[config.mk]
export PLATFORM = sky130hd
export DESIGN_NAME = svld_top
export DESIGN_NICKNAME = d
export VERILOG_FILES = /design/src/hw/svld_pkg.sv /design/src/hw/svld_top.sv /design/src/hw/svld_timer.sv
export SDC_FILE = /design/constraint.sdc
export NUM_CORES = 1
export LEC_CHECK = 0
export ABC_AREA = 1
export BUFFER_PORTS_ARGS = -buffer_cell sky130_fd_sc_hd__buf_2
export CAP_MARGIN = 20
export CELL_PAD_IN_SITES_DETAIL_PLACEMENT = 1
export CELL_PAD_IN_SITES_GLOBAL_PLACEMENT = 1
export CORE_MARGIN = 2
export CORE_UTILIZATION = 35
export CTS_BUF_LIST = sky130_fd_sc_hd__clkbuf_16
export DETAILED_ROUTE_END_ITERATION = 7
export GPL_ROUTABILITY_DRIVEN = 0
export GPL_TIMING_DRIVEN = 0
export PLACE_DENSITY_LB_ADDON = 0.1
export SETUP_SLACK_MARGIN = 0.5
export SLEW_MARGIN = 10
export SYNTH_ARGS = -nofsm -noshare
export SYNTH_HDL_FRONTEND = slang
export SYNTH_SLANG_ARGS = --single-unit
[constraint.sdc]
create_clock -name mclk_i -period 3.7 [get_ports mclk_i]
set_clock_uncertainty 0.15 [all_clocks]
set_input_delay 0.185 -clock mclk_i [delete_from_list [all_inputs] [get_ports mclk_i]]
set_output_delay 0.185 -clock mclk_i [all_outputs]
set_load 0.05 [all_outputs]
[src/hw/svld_pkg.sv]
`default_nettype none
package svld_pkg;
    localparam logic [3:0] SVLD_ADDR_CTRL   = 4'h0;
    localparam logic [3:0] SVLD_ADDR_STAT   = 4'h4;
    localparam logic [3:0] SVLD_ADDR_IRQST  = 4'h8;
    localparam logic [3:0] SVLD_ADDR_IRQMSK = 4'hc;
    localparam int SVLD_RANGE_BIT  = 3;
    localparam int SVLD_TRIM_LSB   = 0;
    localparam int SVLD_TRIM_W     = 3;
    localparam int SVLD_EN_BIT     = 0;
    localparam int SVLD_VALID_BIT  = 1;
    localparam int SVLD_RESULT_BIT = 2;
    localparam int SVLD_IRQ_BIT    = 0;
    localparam int SVLD_IRQ_MID_POS = 2;
    localparam logic [1:0] SVLD_RESP_OKAY   = 2'h0;
    localparam logic [1:0] SVLD_RESP_SLVERR = 2'h2;
    localparam int SVLD_SETTLE_US = 2000;
    localparam int SVLD_CLK_MHZ   = 100;
    localparam int SVLD_SETTLE_CYC = SVLD_SETTLE_US * SVLD_CLK_MHZ;
    typedef struct packed {
        logic       range_select;
        logic [2:0] threshold_trim;
    } svld_ctrl_t;
    typedef struct packed {
        logic undervoltage_flag;
        logic result_valid_flag;
        logic detector_enable;
    } svld_stat_t;
    typedef enum logic [2:0] {
        SVLD_OFF    = 3'b001,
        SVLD_SETTLE = 3'b010,
        SVLD_VALID  = 3'b100
    } svld_state_t;
endpackage
`default_nettype wire

[src/hw/svld_top.sv]
`default_nettype none
module svld_top
    import svld_pkg::*;
#(
    parameter int SETTLE_CYC = SVLD_SETTLE_CYC
) (
    input  wire logic        mclk_i,
    input  wire logic        rst_b_i,
    input  wire logic [3:0]  s_axi_awaddr,
    input  wire logic        s_axi_awvalid,
    output logic             s_axi_awready,
    input  wire logic [31:0] s_axi_wdata,
    input  wire logic [3:0]  s_axi_wstrb,
    input  wire logic        s_axi_wvalid,
    output logic             s_axi_wready,
    output logic [1:0]       s_axi_bresp,
    output logic             s_axi_bvalid,
    input  wire logic        s_axi_bready,
    input  wire logic [3:0]  s_axi_araddr,
    input  wire logic        s_axi_arvalid,
    output logic             s_axi_arready,
    output logic [31:0]      s_axi_rdata,
    output logic [1:0]       s_axi_rresp,
    output logic             s_axi_rvalid,
    input  wire logic        s_axi_rready,
    input  wire logic        comp_below_i,
    output logic             analog_enable_o,
    output svld_ctrl_t       analog_ctrl_o,
    output logic             undervoltage_irq_o,
    output logic [7:0]       irq_mid_bank_o
);
    if (SETTLE_CYC < 1) begin : g_bad_settle
        $error("SETTLE_CYC must be at least 1");
    end

    function automatic logic is_known(input logic [3:0] a);
        return a == SVLD_ADDR_CTRL || a == SVLD_ADDR_STAT ||
               a == SVLD_ADDR_IRQST || a == SVLD_ADDR_IRQMSK;
    endfunction

    svld_ctrl_t  ctrl;
    svld_state_t state;
    logic        detector_enable;
    logic        undervoltage_flag;
    logic        result_valid_flag;
    logic        irq_status;
    logic        irq_mask;
    logic        settle_done;
    logic        uv_event;

    // Write channel: address and data held until both present
    logic [3:0]  aw_addr;
    logic        aw_have;
    logic [31:0] w_data;
    logic [3:0]  w_strb;
    logic        w_have;
    logic        wr_fire;

    assign s_axi_awready = !aw_have && !s_axi_bvalid;
    assign s_axi_wready  = !w_have && !s_axi_bvalid;
    assign wr_fire       = aw_have && w_have && !s_axi_bvalid;

    always_ff @(posedge mclk_i) begin
        if (!rst_b_i) begin
            aw_have <= 1'b0;
            aw_addr <= 4'h0;
        end else if (s_axi_awvalid && s_axi_awready) begin
            aw_have <= 1'b1;
            aw_addr <= s_axi_awaddr;
        end else if (wr_fire) begin
            aw_have <= 1'b0;
        end
    end

    always_ff @(posedge mclk_i) begin
        if (!rst_b_i) begin
            w_have <= 1'b0;
            w_data <= 32'h0;
            w_strb <= 4'h0;
        end else if (s_axi_wvalid && s_axi_wready) begin
            w_have <= 1'b1;
            w_data <= s_axi_wdata;
            w_strb <= s_axi_wstrb;
        end else if (wr_fire) begin
            w_have <= 1'b0;
        end
    end

    always_ff @(posedge mclk_i) begin
        if (!rst_b_i) begin
            s_axi_bvalid <= 1'b0;
            s_axi_bresp  <= SVLD_RESP_OKAY;
        end else if (wr_fire) begin
            s_axi_bvalid <= 1'b1;
            s_axi_bresp  <= is_known(aw_addr) ? SVLD_RESP_OKAY
                                              : SVLD_RESP_SLVERR;
        end else if (s_axi_bready) begin
            s_axi_bvalid <= 1'b0;
        end
    end

    logic wr_lane0;
    assign wr_lane0 = wr_fire && w_strb[0];

    // Control register
    always_ff @(posedge mclk_i) begin
        if (!rst_b_i) begin
            ctrl <= '0;
        end else if (wr_lane0 && aw_addr == SVLD_ADDR_CTRL) begin
            ctrl.range_select   <= w_data[SVLD_RANGE_BIT];
            ctrl.threshold_trim <=
                w_data[SVLD_TRIM_LSB +: SVLD_TRIM_W];
        end
    end

    always_ff @(posedge mclk_i) begin
        if (!rst_b_i) begin
            detector_enable <= 1'b0;
        end else if (wr_lane0 && aw_addr == SVLD_ADDR_STAT) begin
            detector_enable <= w_data[SVLD_EN_BIT];
        end
    end

    always_ff @(posedge mclk_i) begin
        if (!rst_b_i) begin
            irq_mask <= 1'b0;
        end else if (wr_lane0 && aw_addr == SVLD_ADDR_IRQMSK) begin
            irq_mask <= w_data[SVLD_IRQ_BIT];
        end
    end

    svld_timer #(
        .CYCLES (SETTLE_CYC)
    ) u_timer (
        .mclk_i  (mclk_i),
        .rst_b_i (rst_b_i),
        .run_i   (detector_enable),
        .done_o  (settle_done)
    );

    // Detector sequence
    always_ff @(posedge mclk_i) begin
        if (!rst_b_i) begin
            state <= SVLD_OFF;
        end else begin
            case (state)
                SVLD_OFF: begin
                    if (detector_enable) state <= SVLD_SETTLE;
                end
                SVLD_SETTLE: begin
                    if (!detector_enable) state <= SVLD_OFF;
                    else if (settle_done) state <= SVLD_VALID;
                end
                SVLD_VALID: begin
                    if (!detector_enable) state <= SVLD_OFF;
                end
                default: state <= SVLD_OFF;
            endcase
        end
    end

    assign result_valid_flag = (state == SVLD_VALID);

    always_ff @(posedge mclk_i) begin
        if (!rst_b_i || !detector_enable || !result_valid_flag) begin
            undervoltage_flag <= 1'b0;
        end else begin
            undervoltage_flag <= comp_below_i;
        end
    end

    assign uv_event = result_valid_flag && detector_enable &&
                      comp_below_i && !undervoltage_flag;

    // Sticky event, set wins over write-one clear
    always_ff @(posedge mclk_i) begin
        if (!rst_b_i) begin
            irq_status <= 1'b0;
        end else if (uv_event) begin
            irq_status <= 1'b1;
        end else if (wr_lane0 && aw_addr == SVLD_ADDR_IRQST &&
                     w_data[SVLD_IRQ_BIT]) begin
            irq_status <= 1'b0;
        end
    end

    assign undervoltage_irq_o = irq_status && irq_mask;
    always_comb begin
        irq_mid_bank_o = 8'h00;
        irq_mid_bank_o[SVLD_IRQ_MID_POS] = undervoltage_irq_o;
    end

    assign analog_enable_o = detector_enable;
    assign analog_ctrl_o   = ctrl;

    // Read channel
    svld_stat_t stat_view;
    assign stat_view = '{undervoltage_flag, result_valid_flag,
                         detector_enable};

    always_ff @(posedge mclk_i) begin
        if (!rst_b_i) begin
            s_axi_rvalid <= 1'b0;
            s_axi_rdata  <= 32'h0;
            s_axi_rresp  <= SVLD_RESP_OKAY;
        end else if (s_axi_arvalid && s_axi_arready) begin
            s_axi_rvalid <= 1'b1;
            s_axi_rresp  <= is_known(s_axi_araddr) ? SVLD_RESP_OKAY
                                                   : SVLD_RESP_SLVERR;
            case (s_axi_araddr)
                SVLD_ADDR_CTRL:   s_axi_rdata <= {28'h0, ctrl};
                SVLD_ADDR_STAT:   s_axi_rdata <= {29'h0, stat_view};
                SVLD_ADDR_IRQST:  s_axi_rdata <= {31'h0, irq_status};
                SVLD_ADDR_IRQMSK: s_axi_rdata <= {31'h0, irq_mask};
                default:          s_axi_rdata <= 32'h0;
            endcase
        end else if (s_axi_rready) begin
            s_axi_rvalid <= 1'b0;
        end
    end
    assign s_axi_arready = !s_axi_rvalid;

    // Checks
    // Valid lags the enable register by one cycle when it drops
    a_valid_needs_en: assert property (@(posedge mclk_i)
        disable iff (!rst_b_i)
        result_valid_flag |-> $past(detector_enable))
        else $error("valid set while disabled");
    a_disable_clears: assert property (@(posedge mclk_i)
        disable iff (!rst_b_i)
        $fell(detector_enable) |=> !result_valid_flag && !undervoltage_flag)
        else $error("disable did not clear flags");
    a_valid_not_early: assert property (@(posedge mclk_i)
        disable iff (!rst_b_i)
        $rose(detector_enable) |-> !result_valid_flag[*2])
        else $error("valid rose too early");
    a_valid_on_done: assert property (@(posedge mclk_i)
        disable iff (!rst_b_i)
        state == SVLD_SETTLE && detector_enable && settle_done
            |=> result_valid_flag)
        else $error("valid missing after settle");
    a_valid_after_done: assert property (@(posedge mclk_i)
        disable iff (!rst_b_i)
        $rose(result_valid_flag) |-> $past(settle_done))
        else $error("valid without settle time");
    a_event_sets_irq: assert property (@(posedge mclk_i)
        disable iff (!rst_b_i)
        uv_event |=> irq_status)
        else $error("event lost");
    a_irq_sticky: assert property (@(posedge mclk_i)
        disable iff (!rst_b_i)
        irq_status && !(wr_lane0 && aw_addr == SVLD_ADDR_IRQST)
            |=> irq_status)
        else $error("status lost without clear");
    a_irq_edge_only: assert property (@(posedge mclk_i)
        disable iff (!rst_b_i)
        $rose(irq_status) |-> $past(uv_event))
        else $error("status set without edge");
    a_result_follows: assert property (@(posedge mclk_i)
        disable iff (!rst_b_i)
        result_valid_flag && detector_enable && $past(result_valid_flag)
            |-> undervoltage_flag == $past(comp_below_i))
        else $error("result not tracking comparator");
    a_result_needs_valid: assert property (@(posedge mclk_i)
        disable iff (!rst_b_i)
        !result_valid_flag |=> !undervoltage_flag)
        else $error("result set while not valid");
    a_enable_write: assert property (@(posedge mclk_i)
        disable iff (!rst_b_i)
        wr_lane0 && aw_addr == SVLD_ADDR_STAT
            |=> detector_enable == $past(w_data[SVLD_EN_BIT]))
        else $error("enable write lost");
    a_irq_gated_mask: assert property (@(posedge mclk_i)
        disable iff (!rst_b_i)
        $onehot0(irq_mid_bank_o) &&
            irq_mid_bank_o[SVLD_IRQ_MID_POS] == (irq_status && irq_mask))
        else $error("irq not masked or mapped");
    a_analog_off: assert property (@(posedge mclk_i)
        disable iff (!rst_b_i)
        !detector_enable |-> !analog_enable_o ##1 state != SVLD_VALID)
        else $error("analog on while disabled");

    c_valid_reached: cover property (@(posedge mclk_i)
        disable iff (!rst_b_i) $rose(result_valid_flag));
    c_irq_fired: cover property (@(posedge mclk_i)
        disable iff (!rst_b_i) $rose(undervoltage_irq_o));
    c_disable_valid: cover property (@(posedge mclk_i)
        disable iff (!rst_b_i) result_valid_flag ##1 !detector_enable);
    c_bad_addr: cover property (@(posedge mclk_i)
        disable iff (!rst_b_i) s_axi_bvalid &&
        s_axi_bresp == SVLD_RESP_SLVERR);
endmodule
`default_nettype wire

[src/hw/svld_timer.sv]
`default_nettype none
module svld_timer
    import svld_pkg::*;
#(
    parameter int CYCLES = SVLD_SETTLE_CYC
) (
    input  wire logic mclk_i,
    input  wire logic rst_b_i,
    input  wire logic run_i,
    output logic      done_o
);
    localparam int W = $clog2(CYCLES + 1);
    if (CYCLES < 1) begin : g_bad_cycles
        $error("CYCLES must be at least 1");
    end
    logic [W-1:0] count;
    // Restarts from zero whenever run drops
    always_ff @(posedge mclk_i) begin
        if (!rst_b_i || !run_i) begin
            count <= '0;
        end else if (count != W'(CYCLES)) begin
            count <= count + W'(1);
        end
    end
    assign done_o = run_i && (count == W'(CYCLES));
endmodule
`default_nettype wire

==> results of run 1 <==
[layer usage]
layer	part of all wire	global-route usage
met1	0.43	0.197
met2	0.52	0.304
met3	0.041	0.0392
met4	0.014	0.0537
met5	0	0
[placed cells by master, fill, tap and decap left out, types with 2 or more instances in the layout]
cell,n
sky130_fd_sc_hd__a21oi_1,28
sky130_fd_sc_hd__buf_2,38
sky130_fd_sc_hd__buf_4,38
sky130_fd_sc_hd__clkbuf_1,2
sky130_fd_sc_hd__clkbuf_16,5
sky130_fd_sc_hd__clkinv_1,2
sky130_fd_sc_hd__conb_1,37
sky130_fd_sc_hd__dfxtp_1,48
sky130_fd_sc_hd__dlygate4sd3_1,6
sky130_fd_sc_hd__ha_1,2
sky130_fd_sc_hd__inv_1,29
sky130_fd_sc_hd__inv_2,2
sky130_fd_sc_hd__nand2_1,51
sky130_fd_sc_hd__nand2_2,7
sky130_fd_sc_hd__nand3_1,22
sky130_fd_sc_hd__nand3b_1,2
sky130_fd_sc_hd__nand4_1,10
sky130_fd_sc_hd__nor2_1,60
sky130_fd_sc_hd__nor2_2,5
sky130_fd_sc_hd__nor2_4,4
sky130_fd_sc_hd__nor3_1,4
sky130_fd_sc_hd__o21a_1,4
sky130_fd_sc_hd__o21ai_0,23
sky130_fd_sc_hd__xor2_1,2
[worst reg2reg max path, stage by stage, from the launching register on]
cell and delay [ns]:
sky130_fd_sc_hd__dfxtp_1 0.44, sky130_fd_sc_hd__ha_1 0.23, sky130_fd_sc_hd__nand3_1 0.10, sky130_fd_sc_hd__inv_2 0.13, sky130_fd_sc_hd__nand2_4 0.09, sky130_fd_sc_hd__nor2_4 0.13
sky130_fd_sc_hd__nand2_1 0.07, sky130_fd_sc_hd__nand2_1 0.06, sky130_fd_sc_hd__a21oi_1 0.05
[final cells by class]
class | instances | area [um^2]
multi-input cells | 267 | 1260
fillers | 936 | 3690
plain buffers | 41 | 298
repair buffers | 44 | 250
inverters | 33 | 124
clock buffers | 5 | 125
flip-flops and latches | 48 | 961
well taps | 96 | 120
clock inverters | 3 | 46.3
[report_power, final]
group	switching, mW	internal (mW)	total, mW
Sequential	0.0115	0.534	0.546
Combinational	0.166	0.0629	0.229
Clock	0.214	0.322	0.535
Total	0.391	0.919	1.31
[flip-flops by register name (all words and copies together), names as in the netlist, 3 cells and up]
name	flops
u_timer.count	18
analog_ctrl_o	4
aw_addr	4
w_data	4
s_axi_rdata	4
state	3
[timing repair]
item,CTS,global route
gates resized for setup,0,0
endpoints found under the hold margin,6,0
hold buffers,6,0
[stage by stage]
step           worst slack (ns)   util  instance area [um^2]  instances  total power [mW]
5_1_grt                    1.98  0.463                  3180        537              1.37
3_5_place_dp               2.12  0.430                  2950        523             0.781
4_1_cts                    2.10  0.463                  3180        537              1.32
3_3_place_gp               2.14  0.430                  2950        523             0.777
6_report                   2.12  0.463                  3180        537              1.31
2_1_floorplan              1.53      -                  2640        389             0.744
[cell families after synthesis]
kind of cell / Yosys count / synth area share
flip-flops: 48 / 0.383
adder cells (fa/ha/maj): 2 / 0.00998
buffers and inverters: 74 / 0.168
XOR/XNOR: 2 / 0.00699
AND/OR/NAND/NOR: 170 / 0.313
other: 1 / 0.00150
AO/OA/AOI/OAI: 56 / 0.117
[worst max-delay path by stage]
stage	start	end	slack (ns)	cells past startpoint
floorplan	s_axi_bvalid	aw_addr[2]	1.53	4
global placement	u_timer.count[0]	u_timer.count[16]	2.14	8
detailed placement	u_timer.count[0]	u_timer.count[16]	2.12	8
CTS	u_timer.count[0]	u_timer.count[16]	2.10	8
global route	u_timer.count[0]	u_timer.count[16]	1.98	8
finish	u_timer.count[0]	u_timer.count[16]	2.12	8
==> results list, run 1 <==
* Outcome: complete, but fails checks
- Violations in the final reports: hold timing
- In the final layout, the share of cells above drive strength 1 is 0.240.
- Register area share after synthesis: 0.383
- Traced cell by cell, the critical path runs through ha_1, nand3_1, inv_2, nand2_4, nor2_4, nand2_1, nand2_1, a21oi_1.
- Detailed Route WL: between 6 and 7 mm
- After layout, the minimum clock period comes to 1.58 ns.
* TritonCTS clock tree: built
- Register-to-register path setup slack: 2.12 ns
- For this configuration, the core starts out at a cell density of 0.365.
* Die outline area: 0.00785 mm^2
- Dividing the detail-routed wire length by the instance count gives 11.3 um.
* Drt drc: 0
- The worst hold path terminates at aw_addr[1].
- IR analysis of the VDD net gives a maximum drop of 0.000281 V.
- Most instantiated cells after synthesis: 60 x sky130_fd_sc_hd__nor2_1, 51 x sky130_fd_sc_hd__nand2_1, 48 x sky130_fd_sc_hd__dfxtp_1
- Counting the buffers created by CTS gives 5.
* Final ANT Viol Nets: 0
* CTS HTree Levels: 2
- Post-CTS timing repair inserted 0 buffers for setup.
- First-pass iteration count of the detailed router: 4
- Clock tree synthesis selected as its root buffer the cell sky130_fd_sc_hd__clkbuf_16.
* Width of the chip: 88.6 um
* Number of slew-limit violations in the final report: 0
- The worst setup path is launched from a flop.
- Leakage power of the design: ~1.5 nW
* Summed instance area of the synthesized netlist: between 0.002 and 0.003 mm^2
* Final worst path period share: 0.426
- In the final timing run, aggregate negative setup slack is 0 ns.
* Max stage delay on crit path: 0.44 ns
- Startpoint-to-endpoint class of the critical path: reg -> reg
* Post-layout net count: around 490
- Count of state elements after synthesis: 48
- Among the stages of the critical path, the cell type that occurs most often is sky130_fd_sc_hd__nand2_1.
- The startpoint identified for the worst hold timing path is s_axi_awaddr[1].
- Syn. warnings: 0
* # Max-Cap Violations: 0
* EDFF count, synth: 0
* Depth of the worst register-to-register path: 8
- The number of buffers and inverters on the critical path is 1.
- The most used flip-flop cell after synthesis is sky130_fd_sc_hd__dfxtp_1.
* Share of the synthesized area in the top cell type: 0.383
- Entering global routing, the biggest net connects 17 pins.
- Dividing the detail-routed via count by the number of cells gives 4.45.
* Overall Global Routing Usage: 0.169
* Destination of the worst register-to-register timing path: u_timer.count[16]
* FFs w/ async S/R, synth: 0
- The worst register-to-register path begins at u_timer.count[0].
- Latest clock arrival within the worst-skew pair: 0.29 ns
* Number of antenna violations at the first check in global routing: 0
* Worst Hold Depth: 3
* Post-DP HPWL: 4.84 mm
- Final Setup Violations: 0
* Largest cells by area after synthesis: sky130_fd_sc_hd__dfxtp_1 38%, sky130_fd_sc_hd__buf_4 11%, sky130_fd_sc_hd__nor2_1 9.0%
- For this block, the via count after detailed routing is ~2400.
- Biggest area consumer among synthesized cells: sky130_fd_sc_hd__dfxtp_1
- The core region is around 0.007 mm^2.
- After synthesis, the netlist uses 28 different library cells.
- Endpoint class of the critical path: flop
- At the worst endpoint, the required time is 3.71 ns.
* Maximum operating frequency: around 0.63 GHz
- Setup repair after global routing left no endpoint under its margin.
- The total overflow left after global routing is 0.
* Port Buffer Count: 38
- Power spread over the standard cell area amounts to about 410 mW/mm^2.
* Crit path max-delay family: flip-flops
* Total count of hold-check failures in the final report: 1
- ~110 I/O pins were placed.
- Clock-pin slew was measured on the worst setup and hold paths at 0.07 ns.
* Slowest cell on the critical path: sky130_fd_sc_hd__dfxtp_1
* Antenna Cells: 0
- Most repeated cell in the gate-level netlist after synthesis: sky130_fd_sc_hd__nor2_1
- Average footprint of a synthesized cell: 7.10 um^2
- Worst Hold Margin: -0.000612 ns
- Clock Sinks: 48
* Path category of the worst min-delay check: in -> reg
- Standard-cell rows: 30
* Vias in the first global route: 2256
- Of all nets on the critical path, the largest fanout is 6.
- WP data arrival: roughly 1.6 ns
- The area growth from synthesis to layout is 27.0%.
* Synth Instances: around 350
- Wire length of the first global-routing pass: between 10 and 15 mm
* Iter 0 DRT Violations: 45
- Overall die height: 88.6 um
* Clock Path Buffers: 2
(Power assumes the default switching activity.)
==> inputs of run 2 (changes only) <==
--- a/config.mk
+++ b/config.mk
@@ -11,7 +11,7 @@
 export CELL_PAD_IN_SITES_DETAIL_PLACEMENT = 1
 export CELL_PAD_IN_SITES_GLOBAL_PLACEMENT = 1
 export CORE_MARGIN = 2
-export CORE_UTILIZATION = 35
+export CORE_UTILIZATION = 29
 export CTS_BUF_LIST = sky130_fd_sc_hd__clkbuf_16
 export DETAILED_ROUTE_END_ITERATION = 7
 export GPL_ROUTABILITY_DRIVEN = 0
==> constraint.sdc (replaced) <==
create_clock -name mclk_i -period 1.3 [get_ports mclk_i]
set_clock_uncertainty 0.15 [all_clocks]
set_input_delay 0.065 -clock mclk_i [delete_from_list [all_inputs] [get_ports mclk_i]]
set_output_delay 0.065 -clock mclk_i [all_outputs]
set_load 0.05 [all_outputs]
==> run 2 against run 1 <==
The run ends with hold timing, setup timing left. Cell area up 40%. Non-clock buffer count grew 35. First-iteration DRC count decreased by 27%. Sequential share of layout area shrank 6.4 points. Clock power grew to 2.7 times the previous value. Sequential power grew to 2.9 times the previous value. Die area grew 20%. Flip-flop and latch count did not move. Maximum frequency up 14%. Via count rose by 9.4%. Largest cell class unchanged.
==> results list, run 2 (same netlist as run 1, synthesis figures left out) <==
- The final critical-path required period is 1.38 ns (was 1.58 ns).
- The final-report max-slew violation count was 0 (unchanged).
- The number of placed cells counting well taps was 532 (was 523).
* Effective utilization at floorplan: 0.302 (was 0.365)
- Mean number of vias per cell: 4.50 (was 4.45)
- Average detailed-routed wire length per instance: 13.5 um (was 11.3 um)
* Number of buffers added by the clock tree synthesis step: 5 (unchanged)
* Path category of the worst min-delay check: in -> reg (unchanged)
- Wire length of the first global-routing pass: 12.8 mm (was 10.4 mm)
* Number of antenna violations at the first check in global routing: 0 (unchanged)
- The kind of cell adding the most delay to the critical path was flip-flops (unchanged).
* Total count of hold-check failures in the final report: 20 (was 1)
* Slew at the pin closest to its max-slew limit: 0.645 ns
- The total global-route track usage is 0.163 (was 0.169).
- Endpoint class of the critical path: flop (unchanged)
* Outcome: complete, but fails checks (unchanged)
- Maximum operating frequency: 0.726 GHz (was 0.634 GHz)
- Violations in the final reports: hold timing, setup timing (was hold timing)
- The I/O pin count came to 107 (unchanged).
* Latest clock arrival within the worst-skew pair: 0.29 ns (about the same)
- Slew headroom: 0.570
- The flip-flop count of the largest register, all copies and words added was 18 (unchanged).
- The worst ir drop on vdd came to 0.000600 V (was 0.000281 V).
- The fraction of final layout cells sized beyond drive strength 1 was 0.632 (was 0.240).
- The die extent in x is 97.0 um (was 88.6 um).
- The critical path's slowest cell is sky130_fd_sc_hd__dfxtp_4 (was sky130_fd_sc_hd__dfxtp_1).
- The total congestion overflow came to 0 (unchanged).
* Max stage delay on crit path: 0.39 ns (was 0.44 ns)
- The deepest level of the CTS H-tree was 2 (unchanged).
* Most common library cell in the layout ignoring fill and taps: sky130_fd_sc_hd__buf_4 (was sky130_fd_sc_hd__nor2_1)
- The maximum fanout along the worst path is 4 (was 6).
- Post-DP HPWL: 4.98 mm (was 4.84 mm)
- Clock Sinks: 48 (unchanged)
- Most frequent CP cell: sky130_fd_sc_hd__nor2_1 (was sky130_fd_sc_hd__nand2_1)
* Vias post-DR: 2613 (was 2388)
- Critical path buffers and inverters: 2 (was 1)
- The area growth from synthesis to layout was 78.2% (was 27.0%).
* Final design instance area without fill: 0.00447 mm^2 (was 0.00318 mm^2)
- Setup repair after global routing missed its margin: true (was false).
- The number of detailed-routing iterations run before antenna repair is 5 (was 4).
- Overall die height: 97.0 um (was 88.6 um)
- Worst-case setup slack after placement: -0.106 ns (was 2.12 ns)
* Multi-input combinational cell area: 0.00187 mm^2 (was 0.00126 mm^2)
- Area after DPL: 0.00322 mm^2 (was 0.00295 mm^2)
- The leakage power of the design was 1.99 nW (was 1.47 nW).
* Register-to-register path setup slack: -0.08 ns (was 2.12 ns)
* Standard-cell rows: 33 (was 30)
- The post-route total power came to 3.89 mW (was 1.31 mW).
- Power per cell area: 871 mW/mm^2 (was 412 mW/mm^2)
- Startpoint-to-endpoint class of the critical path: reg -> reg (unchanged)
- The clock tree from TritonCTS is built (unchanged).
- The critical path startpoint category is a flop (unchanged).
* Number of inserted filler cells in the final layout: 992 (was 936)
- The total wire length after detailed routing came to 7.84 mm (was 6.09 mm).
- The register ranked first by flip-flop count was u_timer.count (unchanged).
* Antenna Cells: 0 (unchanged)
- Die outline area: 0.00940 mm^2 (was 0.00785 mm^2)
- The slack of the critical path was -0.0783 ns (was 2.12 ns).
- The via count of the first global-routing pass came to 2700 (was 2256).
- The maximum number of buffers from clock root to sink is 2 (unchanged).
- Commonest cells after routing, fill and taps aside: 63 x sky130_fd_sc_hd__buf_4, 37 x sky130_fd_sc_hd__conb_1, 35 x sky130_fd_sc_hd__nor2_1 (was 60 x sky130_fd_sc_hd__nor2_1, 51 x sky130_fd_sc_hd__nand2_1, 48 x sky130_fd_sc_hd__dfxtp_1)
- Clock transition at path regs: 0.07 ns (about the same)
* Critical-path cell list: ha_4, nand3_4, inv_4, nand2_4, nor2_4, buf_4, nor2_1, nor2_1 (was ha_1, nand3_1, inv_2, nand2_4, nor2_4, nand2_1, nand2_1, a21oi_1)
- Required time of the worst setup path: 1.38 ns (was 3.71 ns)
* Drt drc: 0 (unchanged)
* Worst Hold Margin: -0.146 ns (was -0.000612 ns)
- The post-layout instance count excluding filler cells was 581 (was 537).
* WP data arrival: 1.45 ns (was 1.58 ns)
- Core Box Area: 0.00830 mm^2 (was 0.00687 mm^2)
- Post-layout net count: 529 (was 494)
- CTS Root Buffer Type: sky130_fd_sc_hd__clkbuf_16 (unchanged)
* Area taken by flip-flops and latches: 0.00106 mm^2 (was 961 um^2)
- # Max-Cap Violations: 0 (unchanged)
- The count of input and output buffers is 38 (unchanged).
- Iter 0 DRT Violations: 33 (was 45)
* Largest net degree at the start of global routing: 17 (unchanged)
- Final ANT Viol Nets: 0 (unchanged)
- The post-route clock period utilization was 1.06 (was 0.426).
- Final Setup Violations: 8 (was 0)
run 2: final timing paths:
path                          from          endpoint  depth (start not counted)
hold / removal      s_axi_wdata[3]         w_data[3]                          3
setup / recovery  u_timer.count[1]  u_timer.count[8]                          8
setup reg to reg  u_timer.count[1]  u_timer.count[8]                          8
hold reg to reg          w_data[3]  analog_ctrl_o[3]                          2
run 2: layer usage:
metal / vias up / wire (um) / track usage
met2: 42 / 4440 / 0.309
met1: 1247 / 3060 / 0.190
li1: 1315 / - / -
met4: 0 / 83 / 0.0325
met5: - / 0 / 0
met3: 9 / 253 / 0.0303
run 2: power by group:
group	internal (mW)	switching, mW	total, mW
clock network	0.838	0.609	1.45
logic	0.309	0.575	0.884
registers	1.49	0.0686	1.56
run 2: final cells by class:
| cell class | instances | share of cell area |
|---|---|---|
| Inverter | 33 | 0.0384 |
| Multi-Input combinational cell | 267 | 0.418 |
| Clock inverter | 2 | 0.00392 |
| Tap cell | 105 | 0.0294 |
| Buffer | 41 | 0.0731 |
| Sequential cell | 48 | 0.238 |
| Clock buffer | 6 | 0.0336 |
| Timing Repair Buffer | 79 | 0.165 |
run 2: per-stage QoR:
step	hold slack, ns	util	TNS [ns]
6_report	-0.146	0.538	-0.286
3_5_place_dp	0.157	0.389	-0.680
3_3_place_gp	0.145	0.389	-0.491
4_1_cts	-0.148	0.498	-0.277
5_1_grt	-0.133	0.538	-1.63
2_1_floorplan	0.0465	-	-0.709
run 2: timing repair:
item,4_1_cts,5_1_grt
pin swaps,40,41
gates resized for setup,146,72
buffers inserted,29,12
setup endpoints to repair,66,66
hold endpoints to repair,20,19
run 2: worst min-delay path: cells and delay by family:
kind	cells	cell delay, ns
buffers and inverters	1	0.08
AND/OR/NAND/NOR	1	0.07
AO/OA/AOI/OAI	1	0.05
